===== config.mk =====
export PLATFORM = sky130hd
export DESIGN_NAME = cpsm_top
export DESIGN_NICKNAME = d
export VERILOG_FILES = /design/src/cpsm_pkg.sv /design/src/cpsm_qual_if.sv /design/src/cpsm_qual.sv /design/src/cpsm_top.sv
export VERILOG_INCLUDE_DIRS = /design/src
export SDC_FILE = /design/constraint.sdc
export NUM_CORES = 1
export LEC_CHECK = 0
export ABC_AREA = 1
export BUFFER_PORTS_ARGS = -buffer_cell sky130_fd_sc_hd__buf_2
export CORE_MARGIN = 4
export CORE_UTILIZATION = 55
export CTS_CLUSTER_DIAMETER = 60
export DETAILED_ROUTE_END_ITERATION = 10
export GPL_TIMING_DRIVEN = 0
export PLACE_DENSITY = 0.82
export SKIP_LAST_GASP = 1
export SLEW_MARGIN = 10
export SYNTH_ARGS = -nofsm -noshare
export SYNTH_HDL_FRONTEND = slang
export SYNTH_HIERARCHICAL = 1
export SYNTH_SLANG_ARGS = --single-unit
export TNS_END_PERCENT = 5

===== constraint.sdc =====
create_clock -name clk -period 2.1 [get_ports clk]
set_clock_uncertainty 0.15 [all_clocks]
set_input_delay 0.21 -clock clk [delete_from_list [all_inputs] [get_ports clk]]
set_output_delay 0.21 -clock clk [all_outputs]
set_load 0.02 [all_outputs]

===== src/cpsm_map.svh =====
// Offsets, field positions, reset values and timing counts of the cell protector
`ifndef CPSM_MAP_SVH
`define CPSM_MAP_SVH

`define CPSM_CLK_MHZ      125
`define CPSM_OV_DLY_US    2000
`define CPSM_UV_DLY_US    1000
`define CPSM_OV_DLY_CYC   (`CPSM_OV_DLY_US * `CPSM_CLK_MHZ)
`define CPSM_UV_DLY_CYC   (`CPSM_UV_DLY_US * `CPSM_CLK_MHZ)

`define CPSM_ADDR_W       8
`define CPSM_OFS_CTRL     8'h00
`define CPSM_OFS_STATUS   8'h04
`define CPSM_OFS_EVENT    8'h08
`define CPSM_RST_CTRL     1'h0

`define CPSM_CTRL_HOLD    0
`define CPSM_EVT_OV       0
`define CPSM_EVT_UV       1

`define CPSM_STS_OV       0
`define CPSM_STS_UV       1
`define CPSM_STS_WARN     2
`define CPSM_STS_SLEEP    3
`define CPSM_STS_CHG      4
`define CPSM_STS_DIS      5
`define CPSM_STS_HOLD     6
`define CPSM_STS_PINS     8

`define CPSM_NPINS        10
`define CPSM_PIN_OVH      0
`define CPSM_PIN_OVR      2
`define CPSM_PIN_UVL      4
`define CPSM_PIN_WRN      6
`define CPSM_PIN_CHG      8
`define CPSM_PIN_HLD      9

`endif


===== src/cpsm_pkg.sv =====
// Types shared by the cell protector modules
`include "cpsm_map.svh"
`default_nettype none
package cpsm_pkg;
    typedef enum logic [1:0] {
        cpsm_normal, cpsm_over, cpsm_under, cpsm_both
    } cpsm_mode_t;

    typedef struct packed {
        logic [31:0] cnt;
        logic        hit;
    } cpsm_qual_st_t;

    typedef struct packed {
        logic [`CPSM_NPINS-1:0] sync1;
        logic [`CPSM_NPINS-1:0] sync2;
        cpsm_mode_t             mode;
        logic                   sleep;
        logic                   hold;
        logic                   high_n;
        logic                   low_n;
        logic                   warn;
        logic                   chg_en;
        logic                   dis_en;
        logic                   sw_hold;
        logic                   ov_evt;
        logic                   uv_evt;
        logic [31:0]            rd_data;
    } cpsm_top_st_t;
endpackage
`default_nettype wire


===== src/cpsm_qual_if.sv =====
// Condition and qualified result between protector and its delay filter
`default_nettype none
interface cpsm_qual_if;
    logic cond;
    logic hit;
    modport qual (input cond, output hit);
    modport user (output cond, input hit);
endinterface
`default_nettype wire


===== src/cpsm_qual.sv =====
// Persistence filter: a condition must hold a full count before it counts
`include "cpsm_map.svh"
`default_nettype none
module cpsm_qual #(
    parameter int unsigned DLY_CYC = `CPSM_UV_DLY_CYC
) (
    input  wire logic     clk,
    input  wire logic     srst,
    cpsm_qual_if.qual     qif
);
    if (DLY_CYC < 1) begin : g_bad_dly
        $error("cpsm_qual: DLY_CYC must be at least one");
    end

    localparam logic [31:0] LAST = 32'(DLY_CYC - 1);

    cpsm_pkg::cpsm_qual_st_t s_r;
    cpsm_pkg::cpsm_qual_st_t s_nxt;

    always_comb begin
        s_nxt = s_r;
        if (!qif.cond) begin
            s_nxt.cnt = 32'h0;
            s_nxt.hit = 1'b0;
        end else if (s_r.cnt == LAST) begin
            s_nxt.hit = 1'b1;
        end else begin
            s_nxt.cnt = s_r.cnt + 32'h1;
        end
    end

    always_ff @(posedge clk) begin
        if (srst) begin
            s_r <= '0;
        end else begin
            s_r <= s_nxt;
        end
    end

    assign qif.hit = s_r.hit;
endmodule // cpsm_qual
`default_nettype wire


===== src/cpsm_top.sv =====
// Two-cell protection state machine with its register port
//
// Our own choices: the address map and the address-and-strobe port.
`include "cpsm_map.svh"
`default_nettype none
module cpsm_top #(
    parameter int unsigned OV_DLY_CYC = `CPSM_OV_DLY_CYC,
    parameter int unsigned UV_DLY_CYC = `CPSM_UV_DLY_CYC
) (
    input  wire logic                    clk,
    input  wire logic                    srst,
    input  wire logic [1:0]              cell_above_ov,
    input  wire logic [1:0]              cell_below_ovr,
    input  wire logic [1:0]              cell_below_uv,
    input  wire logic [1:0]              cell_below_warn,
    input  wire logic                    charger_seen,
    input  wire logic                    assembly_hold,
    input  wire logic [`CPSM_ADDR_W-1:0] reg_addr,
    input  wire logic [31:0]             reg_wr_data,
    input  wire logic                    reg_wr_en,
    input  wire logic                    reg_rd_en,
    output logic      [31:0]             reg_rd_data,
    output logic                         high_cell_flag_n,
    output logic                         low_cell_flag_n,
    output logic                         charge_soon_warning,
    output logic                         charge_path_en,
    output logic                         discharge_path_en,
    output logic                         sleep_mode
);
    if (OV_DLY_CYC < 1 || UV_DLY_CYC < 1) begin : g_bad_dly
        $error("cpsm_top: qualification counts must be at least one");
    end

    // Hold reads as set until the pin has crossed both flops,
    // so the switch cannot blink on while the pins settle
    localparam logic [`CPSM_NPINS-1:0] PINS_RST =
        `CPSM_NPINS'(1) << `CPSM_PIN_HLD;

    localparam cpsm_pkg::cpsm_top_st_t RST = '{
        sync1   : PINS_RST,
        sync2   : PINS_RST,
        mode    : cpsm_pkg::cpsm_normal,
        sleep   : 1'b0,
        hold    : 1'b1,
        high_n  : 1'b1,
        low_n   : 1'b1,
        warn    : 1'b0,
        chg_en  : 1'b0,
        dis_en  : 1'b0,
        sw_hold : `CPSM_RST_CTRL,
        ov_evt  : 1'b0,
        uv_evt  : 1'b0,
        rd_data : '0
    };

    cpsm_pkg::cpsm_top_st_t s_r;
    cpsm_pkg::cpsm_top_st_t s_nxt;

    cpsm_qual_if ov_if ();
    cpsm_qual_if uv_if ();

    logic [`CPSM_NPINS-1:0] pins;
    logic                   any_ov;
    logic                   any_uv;
    logic                   all_ovr;
    logic                   any_warn;
    logic                   charger;
    logic                   ov_bit;
    logic                   uv_bit;

    function automatic logic is_ov(input cpsm_pkg::cpsm_mode_t m);
        return m == cpsm_pkg::cpsm_over || m == cpsm_pkg::cpsm_both;
    endfunction

    function automatic logic is_uv(input cpsm_pkg::cpsm_mode_t m);
        return m == cpsm_pkg::cpsm_under || m == cpsm_pkg::cpsm_both;
    endfunction

    assign pins = {assembly_hold, charger_seen, cell_below_warn,
                   cell_below_uv, cell_below_ovr, cell_above_ov};

    // Comparator levels are only ever read after the second flop
    assign any_ov   = |s_r.sync2[`CPSM_PIN_OVH +: 2];
    assign any_uv   = |s_r.sync2[`CPSM_PIN_UVL +: 2];
    assign all_ovr  = &s_r.sync2[`CPSM_PIN_OVR +: 2];
    assign any_warn = |s_r.sync2[`CPSM_PIN_WRN +: 2];
    assign charger  = s_r.sync2[`CPSM_PIN_CHG];

    assign ov_if.cond = any_ov;
    assign uv_if.cond = any_uv;

    cpsm_qual #(
        .DLY_CYC (OV_DLY_CYC)
    ) u_ov_qual (
        .clk  (clk),
        .srst (srst),
        .qif  (ov_if.qual)
    );

    cpsm_qual #(
        .DLY_CYC (UV_DLY_CYC)
    ) u_uv_qual (
        .clk  (clk),
        .srst (srst),
        .qif  (uv_if.qual)
    );

    always_comb begin
        s_nxt       = s_r;
        s_nxt.sync1 = pins;
        s_nxt.sync2 = s_r.sync1;

        s_nxt.hold = s_r.sync2[`CPSM_PIN_HLD] | s_r.sw_hold;

        unique case (s_r.mode)
            cpsm_pkg::cpsm_normal: begin
                if (ov_if.hit && uv_if.hit) begin
                    s_nxt.mode = cpsm_pkg::cpsm_both;
                end else if (ov_if.hit) begin
                    s_nxt.mode = cpsm_pkg::cpsm_over;
                end else if (uv_if.hit) begin
                    s_nxt.mode = cpsm_pkg::cpsm_under;
                end
            end
            cpsm_pkg::cpsm_over: begin
                if (uv_if.hit) begin
                    s_nxt.mode = cpsm_pkg::cpsm_both;
                end else if (all_ovr) begin
                    s_nxt.mode = cpsm_pkg::cpsm_normal;
                end
            end
            cpsm_pkg::cpsm_under: begin
                if (ov_if.hit) begin
                    s_nxt.mode = cpsm_pkg::cpsm_both;
                end else if (!any_warn) begin
                    s_nxt.mode = cpsm_pkg::cpsm_normal;
                end
            end
            cpsm_pkg::cpsm_both: begin
                // Each half recovers on its own threshold
                if (all_ovr && !any_warn) begin
                    s_nxt.mode = cpsm_pkg::cpsm_normal;
                end else if (all_ovr) begin
                    s_nxt.mode = cpsm_pkg::cpsm_under;
                end else if (!any_warn) begin
                    s_nxt.mode = cpsm_pkg::cpsm_over;
                end
            end
        endcase

        ov_bit = is_ov(s_nxt.mode);
        uv_bit = is_uv(s_nxt.mode);

        s_nxt.high_n = !ov_bit;
        s_nxt.low_n  = !uv_bit;
        s_nxt.warn   = any_warn && !uv_bit;
        s_nxt.chg_en = !s_nxt.hold && !ov_bit;
        s_nxt.dis_en = !s_nxt.hold && !uv_bit;

        if (uv_bit && !is_uv(s_r.mode)) begin
            s_nxt.sleep = 1'b1;
        end else if (!uv_bit || charger) begin
            s_nxt.sleep = 1'b0;
        end

        // Write one to clear; a new entry in the same cycle still sets
        if (reg_wr_en && reg_addr == `CPSM_OFS_EVENT) begin
            s_nxt.ov_evt = s_r.ov_evt & ~reg_wr_data[`CPSM_EVT_OV];
            s_nxt.uv_evt = s_r.uv_evt & ~reg_wr_data[`CPSM_EVT_UV];
        end
        if (ov_bit && !is_ov(s_r.mode)) begin
            s_nxt.ov_evt = 1'b1;
        end
        if (uv_bit && !is_uv(s_r.mode)) begin
            s_nxt.uv_evt = 1'b1;
        end

        if (reg_wr_en && reg_addr == `CPSM_OFS_CTRL) begin
            s_nxt.sw_hold = reg_wr_data[`CPSM_CTRL_HOLD];
        end

        // Read data stands for one cycle only; unmapped reads return zero
        s_nxt.rd_data = 32'h0;
        if (reg_rd_en) begin
            unique case (reg_addr)
                `CPSM_OFS_CTRL: begin
                    s_nxt.rd_data[`CPSM_CTRL_HOLD] = s_r.sw_hold;
                end
                `CPSM_OFS_STATUS: begin
                    s_nxt.rd_data[`CPSM_STS_OV]    = is_ov(s_r.mode);
                    s_nxt.rd_data[`CPSM_STS_UV]    = is_uv(s_r.mode);
                    s_nxt.rd_data[`CPSM_STS_WARN]  = s_r.warn;
                    s_nxt.rd_data[`CPSM_STS_SLEEP] = s_r.sleep;
                    s_nxt.rd_data[`CPSM_STS_CHG]   = s_r.chg_en;
                    s_nxt.rd_data[`CPSM_STS_DIS]   = s_r.dis_en;
                    s_nxt.rd_data[`CPSM_STS_HOLD]  = s_r.hold;
                    s_nxt.rd_data[`CPSM_STS_PINS +: `CPSM_NPINS] = s_r.sync2;
                end
                `CPSM_OFS_EVENT: begin
                    s_nxt.rd_data[`CPSM_EVT_OV] = s_r.ov_evt;
                    s_nxt.rd_data[`CPSM_EVT_UV] = s_r.uv_evt;
                end
                default: begin
                    s_nxt.rd_data = 32'h0;
                end
            endcase
        end
    end

    always_ff @(posedge clk) begin
        if (srst) begin
            s_r <= RST;
        end else begin
            s_r <= s_nxt;
        end
    end

    assign reg_rd_data         = s_r.rd_data;
    assign high_cell_flag_n    = s_r.high_n;
    assign low_cell_flag_n     = s_r.low_n;
    assign charge_soon_warning = s_r.warn;
    assign charge_path_en      = s_r.chg_en;
    assign discharge_path_en   = s_r.dis_en;
    assign sleep_mode          = s_r.sleep;
endmodule // cpsm_top
`default_nettype wire


==> results.md <==
- Fin nets: approximately 1100
- Total global-route track usage: 0.2552
- DR iter-0 viols: around 470
- Utilization after layout: 0.6901
- Number of diodes: 0
- Total net switching power: 1.210 mW
- FILL cells: between 800 and 900
- #FFs+latches synth: 115
- Vias in the first global route: about 5600
- Port bufs: 46
- Row count: 37
- Routed wire per std cell: approximately 13 um
- Tcrit/Tclk final: 0.9435
- Dpl cell area: 6452 um^2
- Normalized max-slew margin: 0.6101
- Synth top area share: 0.3837
- Status: completed
- Vias/cell: between 5 and 6
- TritonCTS Buffers: 17
- Mean post-synth cell area: 6.417 um^2
- DRC viols: 0
- H-tree depth: 4
- Top cells by area, synth: dfxtp_1 38%, nand2_1 15%, nor2_1 12%
- Layout cells sized above 1: 0.1760
- Peak supply drop: 645.2 uV
- Clock root buffer: clkbuf_8
- Hpwl dp: 10690 um
- CP Launch Type: input port
- Critical Path RT: ~2.4 ns
- Synth Flop Type: dfxtp_1
- Power Density: 685.8 nW/um^2
- Distinct cells, synth: 31
- Total of max-cap violations: 0
- Pint: about 3.7 mW
- FFs w/ async S/R, synth: 0
- RSZ-0062 raised after global routing: no
- Final hold vios: 0
- Setup ws final: 0.1187 ns
- CTS max path bufs: 2
- Die area: roughly 13000 um^2
- HP Class: input port to flip-flop
- Sequential cell fraction of total power: 0.448
- DR pass1 iterations: 5
- CP Capture Type: flip-flop
- Post-synthesis sequential area ratio: 0.3837
- EDFF count, synth: 0
- Cell area after layout: 7221 um^2
- Worst slack, placed: 0.1951 ns
- Area delta synth->final: 20.35%
- Clock share of power: 0.510
- Final Max Tran Viols: 0
- Comb power frac: 0.042
- First-pass GRT wire length: 26030 um
- Post-synth top area cell: dfxtp_1
- GRT overflow: 0
- Post-CTS Setup Inserts: 0
- Crit Path Class: input port to flip-flop
- Gpl congestion: 0.9294
- DRT antenna net count: 0
- Tightest Pin Transition: 0.5849 ns
- Clk slew on worst S/H paths: 0.06 ns
- Count leader, synth: nand2_1
- Setup violations, final: 0
- Initial core utilization: 0.5734
- CP max FO: 4
- Max frequency: 0.5047 GHz
- Die height: 112.4 um
- Final wirelength: 16000 um
- Largest net degree at the start of global routing: 17
- Clock sinks: ~120
- Post-synthesis cell area: between 5000 and 6000 um^2
- Total number of vias: 5992
- Switching Fraction: 0.2443
- Final min period: 1.981 ns
- Mapped Cells: roughly 940
- Die X: around 110 um
- Leakage power: 2.779 nW
- Arr. time, crit path: 2.30 ns
- Setup TNS: 0 ns
- Post-synth top cells: 232 x nand2_1, 198 x nor2_1, 116 x inv_1, 115 x dfxtp_1
- Warnings from Yosys: 6
- Worst-Skew Late Latency: 0.53 ns
- CTS tree: yes
- Initial antenna violation count: 0
- Total Power: 4.952 mW
- # IOs: 92
- Core area: between 10000 and 15000 um^2
power by group through the flow:
stage,logic (mW),clock network [mW],registers [mW]
global placement,0.163,0,2.26
CTS,0.192,2.55,2.21
detailed placement,0.165,0,2.26
floorplan,0.114,0,2.26
finish,0.208,2.53,2.22
global route,0.227,2.66,2.22
state kept, by name (all words and copies together), names as in the netlist:
register / cells
charge_path_en: 1
charge_soon_warning: 1
charger: 1
discharge_path_en: 1
high_cell_flag_n: 1
low_cell_flag_n: 1
reg_rd_data: 17
s_nxt: 10
s_r: 15
sleep_mode: 1
u_ov_qual/qif.hit: 1
u_ov_qual/s_r: 32
u_uv_qual/qif.hit: 1
u_uv_qual/s_r: 32
logic make-up (layout without fill, tap and decap cells):
kind of cell,after synthesis,in the layout,synth area share
fa+ha+maj,2,2,0.004170
compound gates,83,83,0.06986
other cells,1,15,0.0006251
xor+xnor,6,6,0.008761
buf+inv,166,268,0.1287
flops,115,115,0.3837
simple gates,562,562,0.4042
cell type report:
cell class	count	area, um^2	area share
tap	136	170.2	0.02357
sequential	115	2302	0.3188
buffer	44	309.0	0.04280
clock inverter	14	103.9	0.01438
inverter	122	462.9	0.06411
timing repair buffer	71	480.5	0.06654
multi-input combinational	668	2978	0.4124
clock buffer	17	414.1	0.05736
metal layers:
layer	vias up	routed length, um	track usage
met3	38	1284	0.05984
met4	0	456	0.1194
met1	2670	6797	0.3166
met2	246	7459	0.4191
li1	3038	-	-
met5	-	0	0
what timing repair did:
action | in CTS | in global routing
hold buffers | 23 | 3
endpoints found under the hold margin | 34 | 3
setup endpoints to repair | 0 | 1
gates resized for setup | 0 | 0
critical path: stages:
cell and delay, ns:
dlygate4sd3_1 0.53, buf_2 0.13, nand3_1 0.08, dlygate4sd3_1 0.59
a21oi_1 0.19, dlygate4sd3_1 0.58
worst paths after layout:
path | start | endpoint | slack [ns] | cells after the start
worst max-delay path | reg_wr_en | s_r[34] | 0.12 | 6
worst min-delay path | reg_addr[0] | reg_rd_data[1] | 0.03 | 6
worst max register to register | u_ov_qual/s_r[1] | u_ov_qual/s_r[21] | 0.16 | 9
worst min register to register | s_nxt[45] | s_r[45] | 0.27 | 2
layout by cell type (no fill, tap or decap), types with 4 or more instances in the layout:
cell type / count
conb_1: 15
nor2_2: 36
o21ai_0: 24
clkbuf_1: 7
inv_1: 116
buf_2: 47
dfxtp_1: 115
a21oi_1: 57
clkinv_2: 4
nand2_1: 232
clkbuf_16: 16
dlygate4sd3_1: 25
nor2_4: 7
inv_2: 4
inv_6: 6
nand3_1: 57
buf_4: 34
nand2_2: 17
nor2_1: 198
nand4_1: 5
through the flow:
stage               hold WS, ns  cells
CTS                     0.02011   1185
global route            0.06705   1187
floorplan                0.1638    949
global placement         0.2392   1131
detailed placement       0.2440   1131
finish                  0.03306   1187
No activity file was read; power rests on OpenSTA's default activity.
